==> config.mk <==
export PLATFORM = sky130hd
export DESIGN_NAME = sit_core
export DESIGN_NICKNAME = d
export VERILOG_FILES = /design/src/hw/sit_pkg.sv /design/src/hw/sit_core.sv
export SDC_FILE = /design/constraint.sdc
export NUM_CORES = 1
export LEC_CHECK = 0
export ABC_CLOCK_PERIOD_IN_PS = 2050
export BUFFER_PORTS_ARGS = -buffer_cell sky130_fd_sc_hd__buf_2
export CORE_MARGIN = 2
export CORE_UTILIZATION = 52
export DETAILED_ROUTE_END_ITERATION = 12
export HOLD_SLACK_MARGIN = 0.05
export PLACE_DENSITY = 0.77
export SLEW_MARGIN = 10
export SYNTH_ARGS = -nofsm -noshare
export SYNTH_HDL_FRONTEND = slang
export SYNTH_SLANG_ARGS = --single-unit
==> constraint.sdc <==
create_clock -name clk_sys -period 2.05 [get_ports clk_sys]
set_input_delay 0.41 -clock clk_sys [delete_from_list [all_inputs] [get_ports clk_sys]]
set_output_delay 0.41 -clock clk_sys [all_outputs]
set_load 0.02 [all_outputs]
==> src/hw/sit_pkg.sv <==
// shared constants and types for the simplified i2c transmit channel
package sit_pkg;
	// ==========================================================
	// register word offsets (word addresses)
	localparam logic [3:0] OFS_OUT_LEVELS  = 4'h0;
	localparam logic [3:0] OFS_OUT_ENABLES = 4'h1;
	localparam logic [3:0] OFS_RUN_TRIGGER = 4'h2;
	localparam logic [3:0] OFS_MODE_CFG    = 4'h3;
	localparam logic [3:0] OFS_COMM_CFG    = 4'h4;
	localparam logic [3:0] OFS_DATA_DIV    = 4'h5;
	localparam logic [3:0] OFS_IRQ_STATUS  = 4'h6;
	localparam logic [3:0] OFS_IRQ_ENABLE  = 4'h7;
	localparam logic [3:0] OFS_IRQ_CLEAR   = 4'h8;
	localparam logic [3:0] OFS_CHAN_STATUS = 4'h9;
	// ==========================================================
	// field positions
	localparam int BIT_DATA_LEVEL   = 0;
	localparam int BIT_CLOCK_LEVEL  = 8;
	localparam int BIT_DRIVE_EN     = 0;
	localparam int BIT_RUN_TRIG     = 0;
	localparam int BIT_HALT_TRIG    = 1;
	localparam int BIT_TX_ENABLE    = 15;
	localparam int BIT_RX_ENABLE    = 14;
	localparam int DIV_LSB          = 9;
	localparam int IRQ_BIT_END      = 0;
	localparam int IRQ_BIT_ACKERR   = 1;
	// ==========================================================
	// reset values
	localparam logic [15:0] RST_OUT_LEVELS = 16'h0f0f;
	localparam logic [15:0] RST_MODE_CFG   = 16'h0020;
	localparam logic [15:0] RST_COMM_CFG   = 16'h8017;
	localparam logic [15:0] RST_DATA_DIV   = 16'h0200;
	// ==========================================================
	// frame shape
	localparam logic [3:0] FRAME_BITS = 4'h8;
	localparam logic [3:0] SLOT_LAST  = 4'h8;
	localparam int         SYNC_DEPTH = 2;
	localparam logic [1:0] IRQ_ZERO   = 2'h0;

	typedef enum logic [1:0] {
		SIT_IDLE,
		SIT_LOW,
		SIT_HIGH
	} sit_state_e;

	// bus-side pin drive (open drain: enable means pull low)
	typedef struct packed {
		logic scl_o;
		logic scl_oe;
		logic sda_o;
		logic sda_oe;
	} sit_pins_s;
endpackage : sit_pkg

==> src/hw/sit_core.sv <==
// simplified i2c master transmit channel with avalon-mm register slave
`timescale 1ns/1ns
// Notes on behaviour
// - supports address send, data send and stop, each sequenced by software.
// - after software start, first frame holds seven address bits and one direction bit.
// - every frame is eight bits; address frame carries direction in bit zero.
// - only the transfer-end and ack error interrupts exist; no buffer-empty interrupt is offered.
// - a high level sampled in the ack slot sets the ack error flag.
// - data driven non-inverted, idles at the data level bit (high after reset), msb first, no parity bit.
// - a ninth slot follows each frame with data released to sample ack.
// - after the last byte software stops the channel and both lines return to the level bits.
// - master only; no arbitration loss, slave mode or clock stretch detection.
// - the ack error flag is the channel's only error indication.
module sit_core (
	// clock and reset
	input  wire logic        clk_sys,
	input  wire logic        rst_n,
	// avalon-mm slave
	input  wire logic [3:0]  avs_address,
	input  wire logic        avs_read,
	input  wire logic        avs_write,
	input  wire logic [31:0] avs_writedata,
	output logic      [31:0] avs_readdata,
	output logic             avs_waitrequest,
	// bus pins
	input  wire logic        scl_i,
	input  wire logic        sda_i,
	output logic             scl_o,
	output logic             scl_oe,
	output logic             sda_o,
	output logic             sda_oe,
	// interrupt
	output logic             irq
);
	// ==========================================================
	// registers
	logic [15:0]        out_levels_r;
	logic               drive_en_r;
	logic [15:0]        mode_cfg_r;
	logic [15:0]        comm_cfg_r;
	logic [15:0]        data_div_r;
	logic               running_r;
	logic [1:0]         irq_status_r;
	logic [1:0]         irq_enable_r;
	logic               ack_error_flag_r;
	logic               ack_pending_r;
	logic [7:0]         shift_r;
	logic [3:0]         slot_r;
	logic [6:0]         div_cnt_r;
	logic               frame_end_r;
	logic               ack_bad_r;
	logic [1:0]         sda_sync_r;
	logic [1:0]         scl_sync_r;
	sit_pkg::sit_state_e state_r;
	sit_pkg::sit_pins_s  pins_r;
	logic               ack_answered_r;
	logic               halt_pending_r;

	logic wr_hit;
	logic rd_hit;
	assign wr_hit = avs_write && !avs_waitrequest;
	assign rd_hit = avs_read && avs_waitrequest;

	function automatic logic hit(input logic [3:0] ofs);
		hit = wr_hit && (avs_address == ofs);
	endfunction : hit

	// ==========================================================
	// bus slave: one wait state, answer on the second edge
	always_ff @(posedge clk_sys or negedge rst_n) begin
		if (!rst_n) begin
			avs_waitrequest <= 1'b1;
		end else if ((avs_read || avs_write) && avs_waitrequest) begin
			avs_waitrequest <= 1'b0;
		end else begin
			avs_waitrequest <= 1'b1;
		end
	end

	always_ff @(posedge clk_sys or negedge rst_n) begin
		if (!rst_n) begin
			avs_readdata <= 32'h0;
		end else if (rd_hit) begin
			unique case (avs_address)
				sit_pkg::OFS_OUT_LEVELS:  avs_readdata <= {16'h0, out_levels_r};
				sit_pkg::OFS_OUT_ENABLES: avs_readdata <= {31'h0, drive_en_r};
				sit_pkg::OFS_MODE_CFG:    avs_readdata <= {16'h0, mode_cfg_r};
				sit_pkg::OFS_COMM_CFG:    avs_readdata <= {16'h0, comm_cfg_r};
				sit_pkg::OFS_DATA_DIV:    avs_readdata <= {16'h0, data_div_r};
				sit_pkg::OFS_IRQ_STATUS:  avs_readdata <= {30'h0, irq_status_r};
				sit_pkg::OFS_IRQ_ENABLE:  avs_readdata <= {30'h0, irq_enable_r};
				sit_pkg::OFS_CHAN_STATUS: avs_readdata <= {29'h0, ack_error_flag_r, running_r,
					state_r != sit_pkg::SIT_IDLE};
				default:                  avs_readdata <= 32'h0;
			endcase
		end
	end

	// ==========================================================
	// configuration registers
	always_ff @(posedge clk_sys or negedge rst_n) begin
		if (!rst_n) begin
			out_levels_r <= sit_pkg::RST_OUT_LEVELS;
			drive_en_r   <= 1'b0;
			mode_cfg_r   <= sit_pkg::RST_MODE_CFG;
			comm_cfg_r   <= sit_pkg::RST_COMM_CFG;
			irq_enable_r <= sit_pkg::IRQ_ZERO;
		end else begin
			if (hit(sit_pkg::OFS_OUT_LEVELS)) begin
				out_levels_r <= avs_writedata[15:0];
			end
			if (hit(sit_pkg::OFS_OUT_ENABLES)) begin
				drive_en_r <= avs_writedata[sit_pkg::BIT_DRIVE_EN];
			end
			if (hit(sit_pkg::OFS_MODE_CFG)) begin
				mode_cfg_r <= avs_writedata[15:0];
			end
			if (hit(sit_pkg::OFS_COMM_CFG)) begin
				comm_cfg_r <= avs_writedata[15:0];
			end
			if (hit(sit_pkg::OFS_IRQ_ENABLE)) begin
				irq_enable_r <= avs_writedata[1:0];
			end
		end
	end

	// divisor in upper seven bits, bit 8 reads zero
	always_ff @(posedge clk_sys or negedge rst_n) begin
		if (!rst_n) begin
			data_div_r <= sit_pkg::RST_DATA_DIV;
		end else if (hit(sit_pkg::OFS_DATA_DIV)) begin
			data_div_r <= {avs_writedata[15:9], 1'b0, avs_writedata[7:0]};
		end
	end

	// run and halt triggers
	always_ff @(posedge clk_sys or negedge rst_n) begin
		if (!rst_n) begin
			running_r <= 1'b0;
		end else if (hit(sit_pkg::OFS_RUN_TRIGGER) && avs_writedata[sit_pkg::BIT_HALT_TRIG]) begin
			running_r <= 1'b0;
		end else if (hit(sit_pkg::OFS_RUN_TRIGGER) && avs_writedata[sit_pkg::BIT_RUN_TRIG]) begin
			running_r <= 1'b1;
		end
	end

	// ==========================================================
	// input synchronisers
	always_ff @(posedge clk_sys or negedge rst_n) begin
		if (!rst_n) begin
			sda_sync_r <= 2'h3;
			scl_sync_r <= 2'h3;
		end else begin
			sda_sync_r <= {sda_sync_r[0], sda_i};
			scl_sync_r <= {scl_sync_r[0], scl_i};
		end
	end

	// ==========================================================
	// frame engine: each half bit lasts divisor+1 clocks
	logic start_frame;
	logic half_done;
	assign start_frame = hit(sit_pkg::OFS_DATA_DIV) && running_r
		&& comm_cfg_r[sit_pkg::BIT_TX_ENABLE] && (state_r == sit_pkg::SIT_IDLE);
	assign half_done = (div_cnt_r == data_div_r[15:9]);

	always_ff @(posedge clk_sys or negedge rst_n) begin
		if (!rst_n) begin
			state_r     <= sit_pkg::SIT_IDLE;
			div_cnt_r   <= 7'h0;
			slot_r      <= 4'h0;
			shift_r     <= 8'hff;
			frame_end_r <= 1'b0;
			ack_bad_r   <= 1'b0;
		end else begin
			frame_end_r <= 1'b0;
			ack_bad_r   <= 1'b0;
			unique case (state_r)
				sit_pkg::SIT_IDLE: begin
					if (start_frame) begin
						shift_r   <= avs_writedata[7:0];
						slot_r    <= 4'h0;
						div_cnt_r <= 7'h0;
						state_r   <= sit_pkg::SIT_LOW;
					end
				end
				sit_pkg::SIT_LOW: begin
					div_cnt_r <= half_done ? 7'h0 : div_cnt_r + 7'h1;
					if (!running_r) begin
						state_r <= sit_pkg::SIT_IDLE;
					end else if (half_done) begin
						state_r <= sit_pkg::SIT_HIGH;
					end
				end
				sit_pkg::SIT_HIGH: begin
					div_cnt_r <= half_done ? 7'h0 : div_cnt_r + 7'h1;
					if (!running_r) begin
						state_r <= sit_pkg::SIT_IDLE;
					end else if (half_done) begin
						if (slot_r == sit_pkg::SLOT_LAST) begin
							ack_bad_r   <= sda_sync_r[1];
							frame_end_r <= 1'b1;
							state_r     <= sit_pkg::SIT_IDLE;
						end else begin
							shift_r <= {shift_r[6:0], 1'b1};
							slot_r  <= slot_r + 4'h1;
							state_r <= sit_pkg::SIT_LOW;
						end
					end
				end
			endcase
		end
	end

	// ==========================================================
	// ack error flag: set wins over clear
	always_ff @(posedge clk_sys or negedge rst_n) begin
		if (!rst_n) begin
			ack_error_flag_r <= 1'b0;
		end else if (ack_bad_r) begin
			ack_error_flag_r <= 1'b1;
		end else if (hit(sit_pkg::OFS_IRQ_CLEAR) && avs_writedata[sit_pkg::IRQ_BIT_ACKERR]) begin
			ack_error_flag_r <= 1'b0;
		end
	end

	// sticky interrupt status, set wins over clear
	logic [1:0] irq_events;
	logic [1:0] irq_clear;
	assign irq_events = {ack_bad_r, frame_end_r};
	assign irq_clear  = hit(sit_pkg::OFS_IRQ_CLEAR) ? avs_writedata[1:0] : sit_pkg::IRQ_ZERO;

	always_ff @(posedge clk_sys or negedge rst_n) begin
		if (!rst_n) begin
			irq_status_r <= sit_pkg::IRQ_ZERO;
			irq          <= 1'b0;
		end else begin
			irq_status_r <= (irq_status_r & ~irq_clear) | irq_events;
			irq          <= |(((irq_status_r & ~irq_clear) | irq_events) & irq_enable_r);
		end
	end

	// ==========================================================
	// pin drive; no stretch or arbitration sensing on scl
	// idle lines keep the level bits, so start and stop stay with software
	logic data_bit;
	logic clk_bit;
	always_comb begin
		data_bit = out_levels_r[sit_pkg::BIT_DATA_LEVEL];
		clk_bit  = out_levels_r[sit_pkg::BIT_CLOCK_LEVEL];
		if (drive_en_r && state_r != sit_pkg::SIT_IDLE) begin
			clk_bit  = (state_r == sit_pkg::SIT_HIGH);
			data_bit = (slot_r == sit_pkg::SLOT_LAST) ? 1'b1 : shift_r[7];
		end
	end

	always_ff @(posedge clk_sys or negedge rst_n) begin
		if (!rst_n) begin
			pins_r <= '{scl_o: 1'b0, scl_oe: 1'b0, sda_o: 1'b0, sda_oe: 1'b0};
		end else begin
			pins_r.scl_o  <= 1'b0;
			pins_r.sda_o  <= 1'b0;
			pins_r.scl_oe <= !clk_bit;
			pins_r.sda_oe <= !data_bit;
		end
	end
	assign scl_o  = pins_r.scl_o;
	assign scl_oe = pins_r.scl_oe;
	assign sda_o  = pins_r.sda_o;
	assign sda_oe = pins_r.sda_oe;
endmodule : sit_core

After elaboration in Yosys (flattened, before gate mapping) --
Index checks and enable logic that the tools add are counted.
Storage, ports and cells: bits in writable memories 0, memories kept 0, logic and storage cells 116, bits in read-only memories 0, flip-flop bits (word level) 131, output and inout bits 38, input port bits 42, latch bits 0
Operators by class: multipliers 0, equal/unequal tests 19, reduce and logical (&&, ||, !) cells 32, add/subtract/negate cells 2, bitwise logic cells 4, magnitude comparators 0, divide/modulo/power cells 0, muxes and demuxes 38, shifts and indexed selects 0
Operator list (count):
- 16-bit one-hot mux with 8 select lines | 1
- 8-bit 2-to-1 mux | 4
- 1-bit logical AND | 18
- 1-bit 2-to-1 mux | 17
- 4-bit by 3-bit == test with 1-bit output, second input constant | 4
- 4-bit 2-to-1 mux | 4
- 8-bit one-hot mux with 2 select lines | 1
- 7-bit 2-to-1 mux | 2
- 7-bit one-hot mux with 2 select lines | 1
- 4-bit == test, second input constant | 3
- 2-bit 2-to-1 mux | 6
- 4-bit by 2-bit == test with 1-bit output, second input constant | 2
- 2-bit inequality test, second input constant | 4
- 4-bit one-hot mux with 2 select lines | 1
- 2-bit nonzero test | 4
- 7-bit by 1-bit adder with 7-bit output, second input constant | 1
- 7-bit == test | 1
- 3-bit inequality test, second input constant | 2
- 2-bit one-hot mux with 3 select lines | 1
- 5-bit AND reduction | 1
- 4-bit by 1-bit adder with 4-bit output, second input constant | 1
- 2-bit bitwise AND | 2
- 4-bit by 1-bit == test with 1-bit output, second input constant | 1
- 4-bit logical NOT | 1
- 9 further kinds | 12

Logic depth before layout (Yosys ltp) --
word-level depth 9, depth in mapped cells 8

Worst setup path after synthesis --
No wires, ideal clock.
path type register to register, from reg state_r[0], to reg shift_r[1], cell stages (with the launch flop) 9, setup time 0.082 ns, data arrival time 1.839 ns, buffers on the path 2, period minus slack after synthesis 1.921 ns, setup slack 0.129 ns, path through dfrtp_1 -> inv_1 -> ha_1 -> buf_2 -> nand3_1 -> nor3_2 -> o21a_4 -> buf_12 -> mux2_4
On the way: cells in the longest elaborated chain, start to end 4, elaborated cells on any way between the ends 10, those cells by class eq/ne: 5; mux: 1; reduce/logical: 4
Ends and longest elaborated chain:
- from (decl) | line sit_core.sv:54 | sit_pkg::sit_state_e state_r;
- from (signal assigned) | line sit_core.sv:169 | state_r <= sit_pkg::SIT_IDLE;
- from (signal assigned) | line sit_core.sv:184 | state_r <= sit_pkg::SIT_LOW;
- from (signal assigned) | line sit_core.sv:190 | state_r <= sit_pkg::SIT_IDLE;
- 2-bit logical NOT | line sit_core.sv:164, sit_core.sv:178
- 1-bit logical AND | line sit_core.sv:164 | && comm_cfg_r[sit_pkg::BIT_TX_ENABLE] && (state_r == sit_pkg::SIT_IDLE);
- 2-bit inequality test (no source line)
- 5-bit AND reduction (no source line)
- to (signal assigned) | line sit_core.sv:181 | shift_r <= avs_writedata[7:0];
- to (signal assigned) | line sit_core.sv:205 | shift_r <= {shift_r[6:0], 1'b1};
- to (decl) | line sit_core.sv:47 | logic [7:0] shift_r;
Parallel ways exist; a longest one is shown, timed or not. A chain may end at the register's enable or synchronous reset.

Worst setup path after layout --
from reg slot_r[0], to reg shift_r[2]
On the way: cells in the longest elaborated chain, start to end 3
Ends and longest elaborated chain:
- from (decl) | line sit_core.sv:48 | logic [3:0] slot_r;
- from (signal assigned) | line sit_core.sv:206 | slot_r <= slot_r + 4'h1;
- 4-bit == test | line sit_core.sv:200 | if (slot_r == sit_pkg::SLOT_LAST) begin
- 2-bit inequality test (no source line)
- 5-bit AND reduction (no source line)
No other way between the ends.

==> out/results.tsv <==
metric	value	unit
grt_usage	23.1	%
timing.final.crit_share	92.1	%
crit_path_start_kind	flip-flop	
synthAdderAreaFrac	1.37	%
port_buffers	44	
ys_seq_elements	115	
wl	12100	um
nNetsFinal	562	
crit_end	shift_r[2]	
core_area	0.0103	mm^2
critPathMaxFanout	9	
synth_edf_count	0	
ant_nets	0	
post-cts-setup-buffer-count	0	
firstDrtPassIters	4	
area_growth	18.3	%
cts_made_buffers	17	
die-area	0.0114	mm^2
ios	80	
synthCells	446	
tightest_slew	1.18	ns
routabilityCongestion	0.827	
wl_per_cell	18.3	um
synth-xor-area-share	1.12	%
period_minus_slack	1.89	ns
drive_gt1_share	42.1	%
grt_setup_unrepaired	false	
slew_headroom	20.8	%
cts-root-buf	clkbuf_8	
wl_met1	5270	um
dr_wl_met3	668	um
max-vdd-ir-drop	0.000645	V
drc_errors	0	
final_common_cell	dfrtp_1	
regToRegSetupSlack	0.16	ns
rows	37	
htree_num_levels	4	
grt_pass1_vias	3963	
max_stage_delay	0.41	ns
post_dp_cell_area	0.00589	mm^2
synth_cell_types	56	
synth_top_family_by_area	multiplexers	
antenna_found_initial	0	
overflow	0	
fin_util	63.1	%
path_cells	inv_1, ha_1, nand3b_1, nand3_1, nor3_4, o21a_4, mux2_4	
p_leak	3.01	nW
powerDensity	1160	mW/mm^2
dpl.hpwl	7810	um
antenna_cells	0	
final_cell_mix	dfrtp_1 (89), mux2_2 (74), buf_2 (43)	
die_h	107	um
synth_compound_area_share	11.7	%
hold_path.class	in2reg	
design_area	0.00648	mm^2
drt_iter0_drc	186	
grt_pass1_wl	20200	um
startpoint	slot_r[0]	
synthSimpleGateAreaFrac	8.93	%
initial_core_util	53.3	%
p_sw	0.00217	W
cp-end-kind	flip-flop	
maxSlewViolCount	0	
cts.clk_slew.worst_paths	0.06	ns
p_clk_share	37.7	%
synthArstFlopShare	100	%
r2r_cells	7	
timing.fmax	0.530	GHz
synth.cell_area	0.00548	mm^2
hold_ws	0.0695	ns
cts_sinks	115	
rr_startpoint	slot_r[0]	
top_layer	met4	
ys.flop_type	dfrtp_1	
fillers	771	
seq_power_share	42.0	%
insertion_delay	0.52	ns
wl_met2	6000	um
setup_viol	0	
p_total	0.00750	W
cts_tree	yes	
synth-seq-area-share	53.1	%
synth.area.mux_share	18.2	%
critPathKind	reg2reg	
reg2reg_to	shift_r[2]	
status	complete, no violations	
place_inst	629	
maxCapViolCount	0	
clock_skew	0.00627	ns
switching_share	28.9	%
yosys_warnings	0	
layout.cells.non_filler	663	
holdPathStages	2	
critPathArrivalTime	2.32	ns
drt-vias-per-instance	5.66	
cp_slowest_cell	dfrtp_1	
grt_max_degree	116	
finalHoldViolCount	0	
p_int	0.00533	W
p_comb_share	20.4	%
dieWidth	107	um
vias	3750	
avgSynthCellArea	12.3	um^2
clock_path_buffers	2	
required	2.49	ns
==> state kept, by name (all words and copies together) (netlist names), 2 cells and up <==
signal        cells
avs_readdata     16
comm_cfg_r       16
mode_cfg_r       16
out_levels_r     16
data_div_r       15
shift_r           8
div_cnt_r         7
slot_r            4
irq_enable_r      2
irq_status_r      2
sda_sync_r        2
state_r           2
==> stage by stage <==
stage | setup slack [ns] | TNS [ns]
after CTS | 0.123 | 0
after floorplan | 0.129 | 0
after global placement | -0.0761 | -0.235
after global routing | 0.0372 | 0
after detailed placement | -0.104 | -0.617
final | 0.163 | 0
==> synthesized netlist by cell type (all sizes together) (2+ instances only) <==
library cell   n  area share, %
dfrtp         89             41
mux2          81             17
nand2         38            2.8
buf           34            4.4
o21ai         28            2.8
dfstp         26             12
a22o          16            2.6
a221oi        12            1.9
nor2          11           0.80
nand3         10           0.91
a21oi          8           0.73
clkbuf         8           0.55
inv            8           0.55
xnor2          7            1.1
a21o           6           0.82
ha             6            1.4
mux2i          6            1.1
and3           5           0.57
nand4          5           0.57
nor2b          4           0.50
nand2b         3           0.34
nor3           3           0.46
nor3b          3           0.41
a211o          2           0.32
a222oi         2           0.37
a22oi          2           0.27
a31oi          2           0.23
and2           2           0.23
nand3b         2           0.27
o22ai          2           0.23
or2            2           0.23
or3            2           0.23
==> worst max-delay path: cells and delay by family, from the launching register on <==
family                   cells  cell delay, ns
AO/OA/AOI/OAI                1            0.29
adder cells (fa/ha/maj)      1            0.19
buffers and inverters        1            0.07
flip-flops                   1            0.41
multiplexers                 1            0.33
AND/OR/NAND/NOR              3            0.53
==> cells by family (layout without fill, tap and decap cells) <==
logic type,after synthesis,in the layout
AO/OA/AOI/OAI,87,87
XOR/XNOR,7,7
adder cells (fa/ha/maj),6,6
buffers and inverters,50,114
flip-flops,115,115
multiplexers,87,87
other,1,18
AND/OR/NAND/NOR,93,93
==> per-layer routing <==
layer	up-vias	global-route usage, %
li1	1722	-
met1	1896	30.7
met2	113	37.2
met3	19	5.71
met4	0	8.35
met5	-	0
==> power by group through the flow <==
stage / combinational [W] / sequential (W) / clock [W]
finish: 0.00153 / 0.00315 / 0.00283
global route: 0.00167 / 0.00320 / 0.00298
CTS: 0.00153 / 0.00314 / 0.00285
detailed placement: 0.00149 / 0.00317 / 0
global placement: 0.00143 / 0.00313 / 0
floorplan: 0.00112 / 0.00310 / 0
==> worst min path at each step <==
| stage | startpoint | slack [ns] | end |
|---|---|---|---|
| floorplan | rst_n | 0.11 | ack_bad_r |
| global placement | sda_sync_r[0] | 0.35 | sda_sync_r[1] |
| detailed placement | sda_sync_r[0] | 0.35 | sda_sync_r[1] |
| CTS | avs_read | 0.06 | avs_waitrequest |
| global route | avs_read | 0.07 | avs_waitrequest |
| finish | avs_read | 0.07 | avs_waitrequest |
==> timing repair <==
action	CTS	global route
endpoints found under the hold margin	90	0
hold buffers	2	0
resized for setup	0	1
endpoints found under the setup margin	0	4
==> final cells by class <==
type                       instances  area (um^2)  share of cell area [%]
clock buffer                      18          418                    6.45
clock inverter                    14          153                    2.35
inverter                           8         30.0                   0.463
multi-input combinational        298         2340                    36.0
sequential                       115         2910                    44.9
tap                              136          170                    2.62
timing repair buffer              74          465                    7.18
Power figures use the tool's default switching activity.
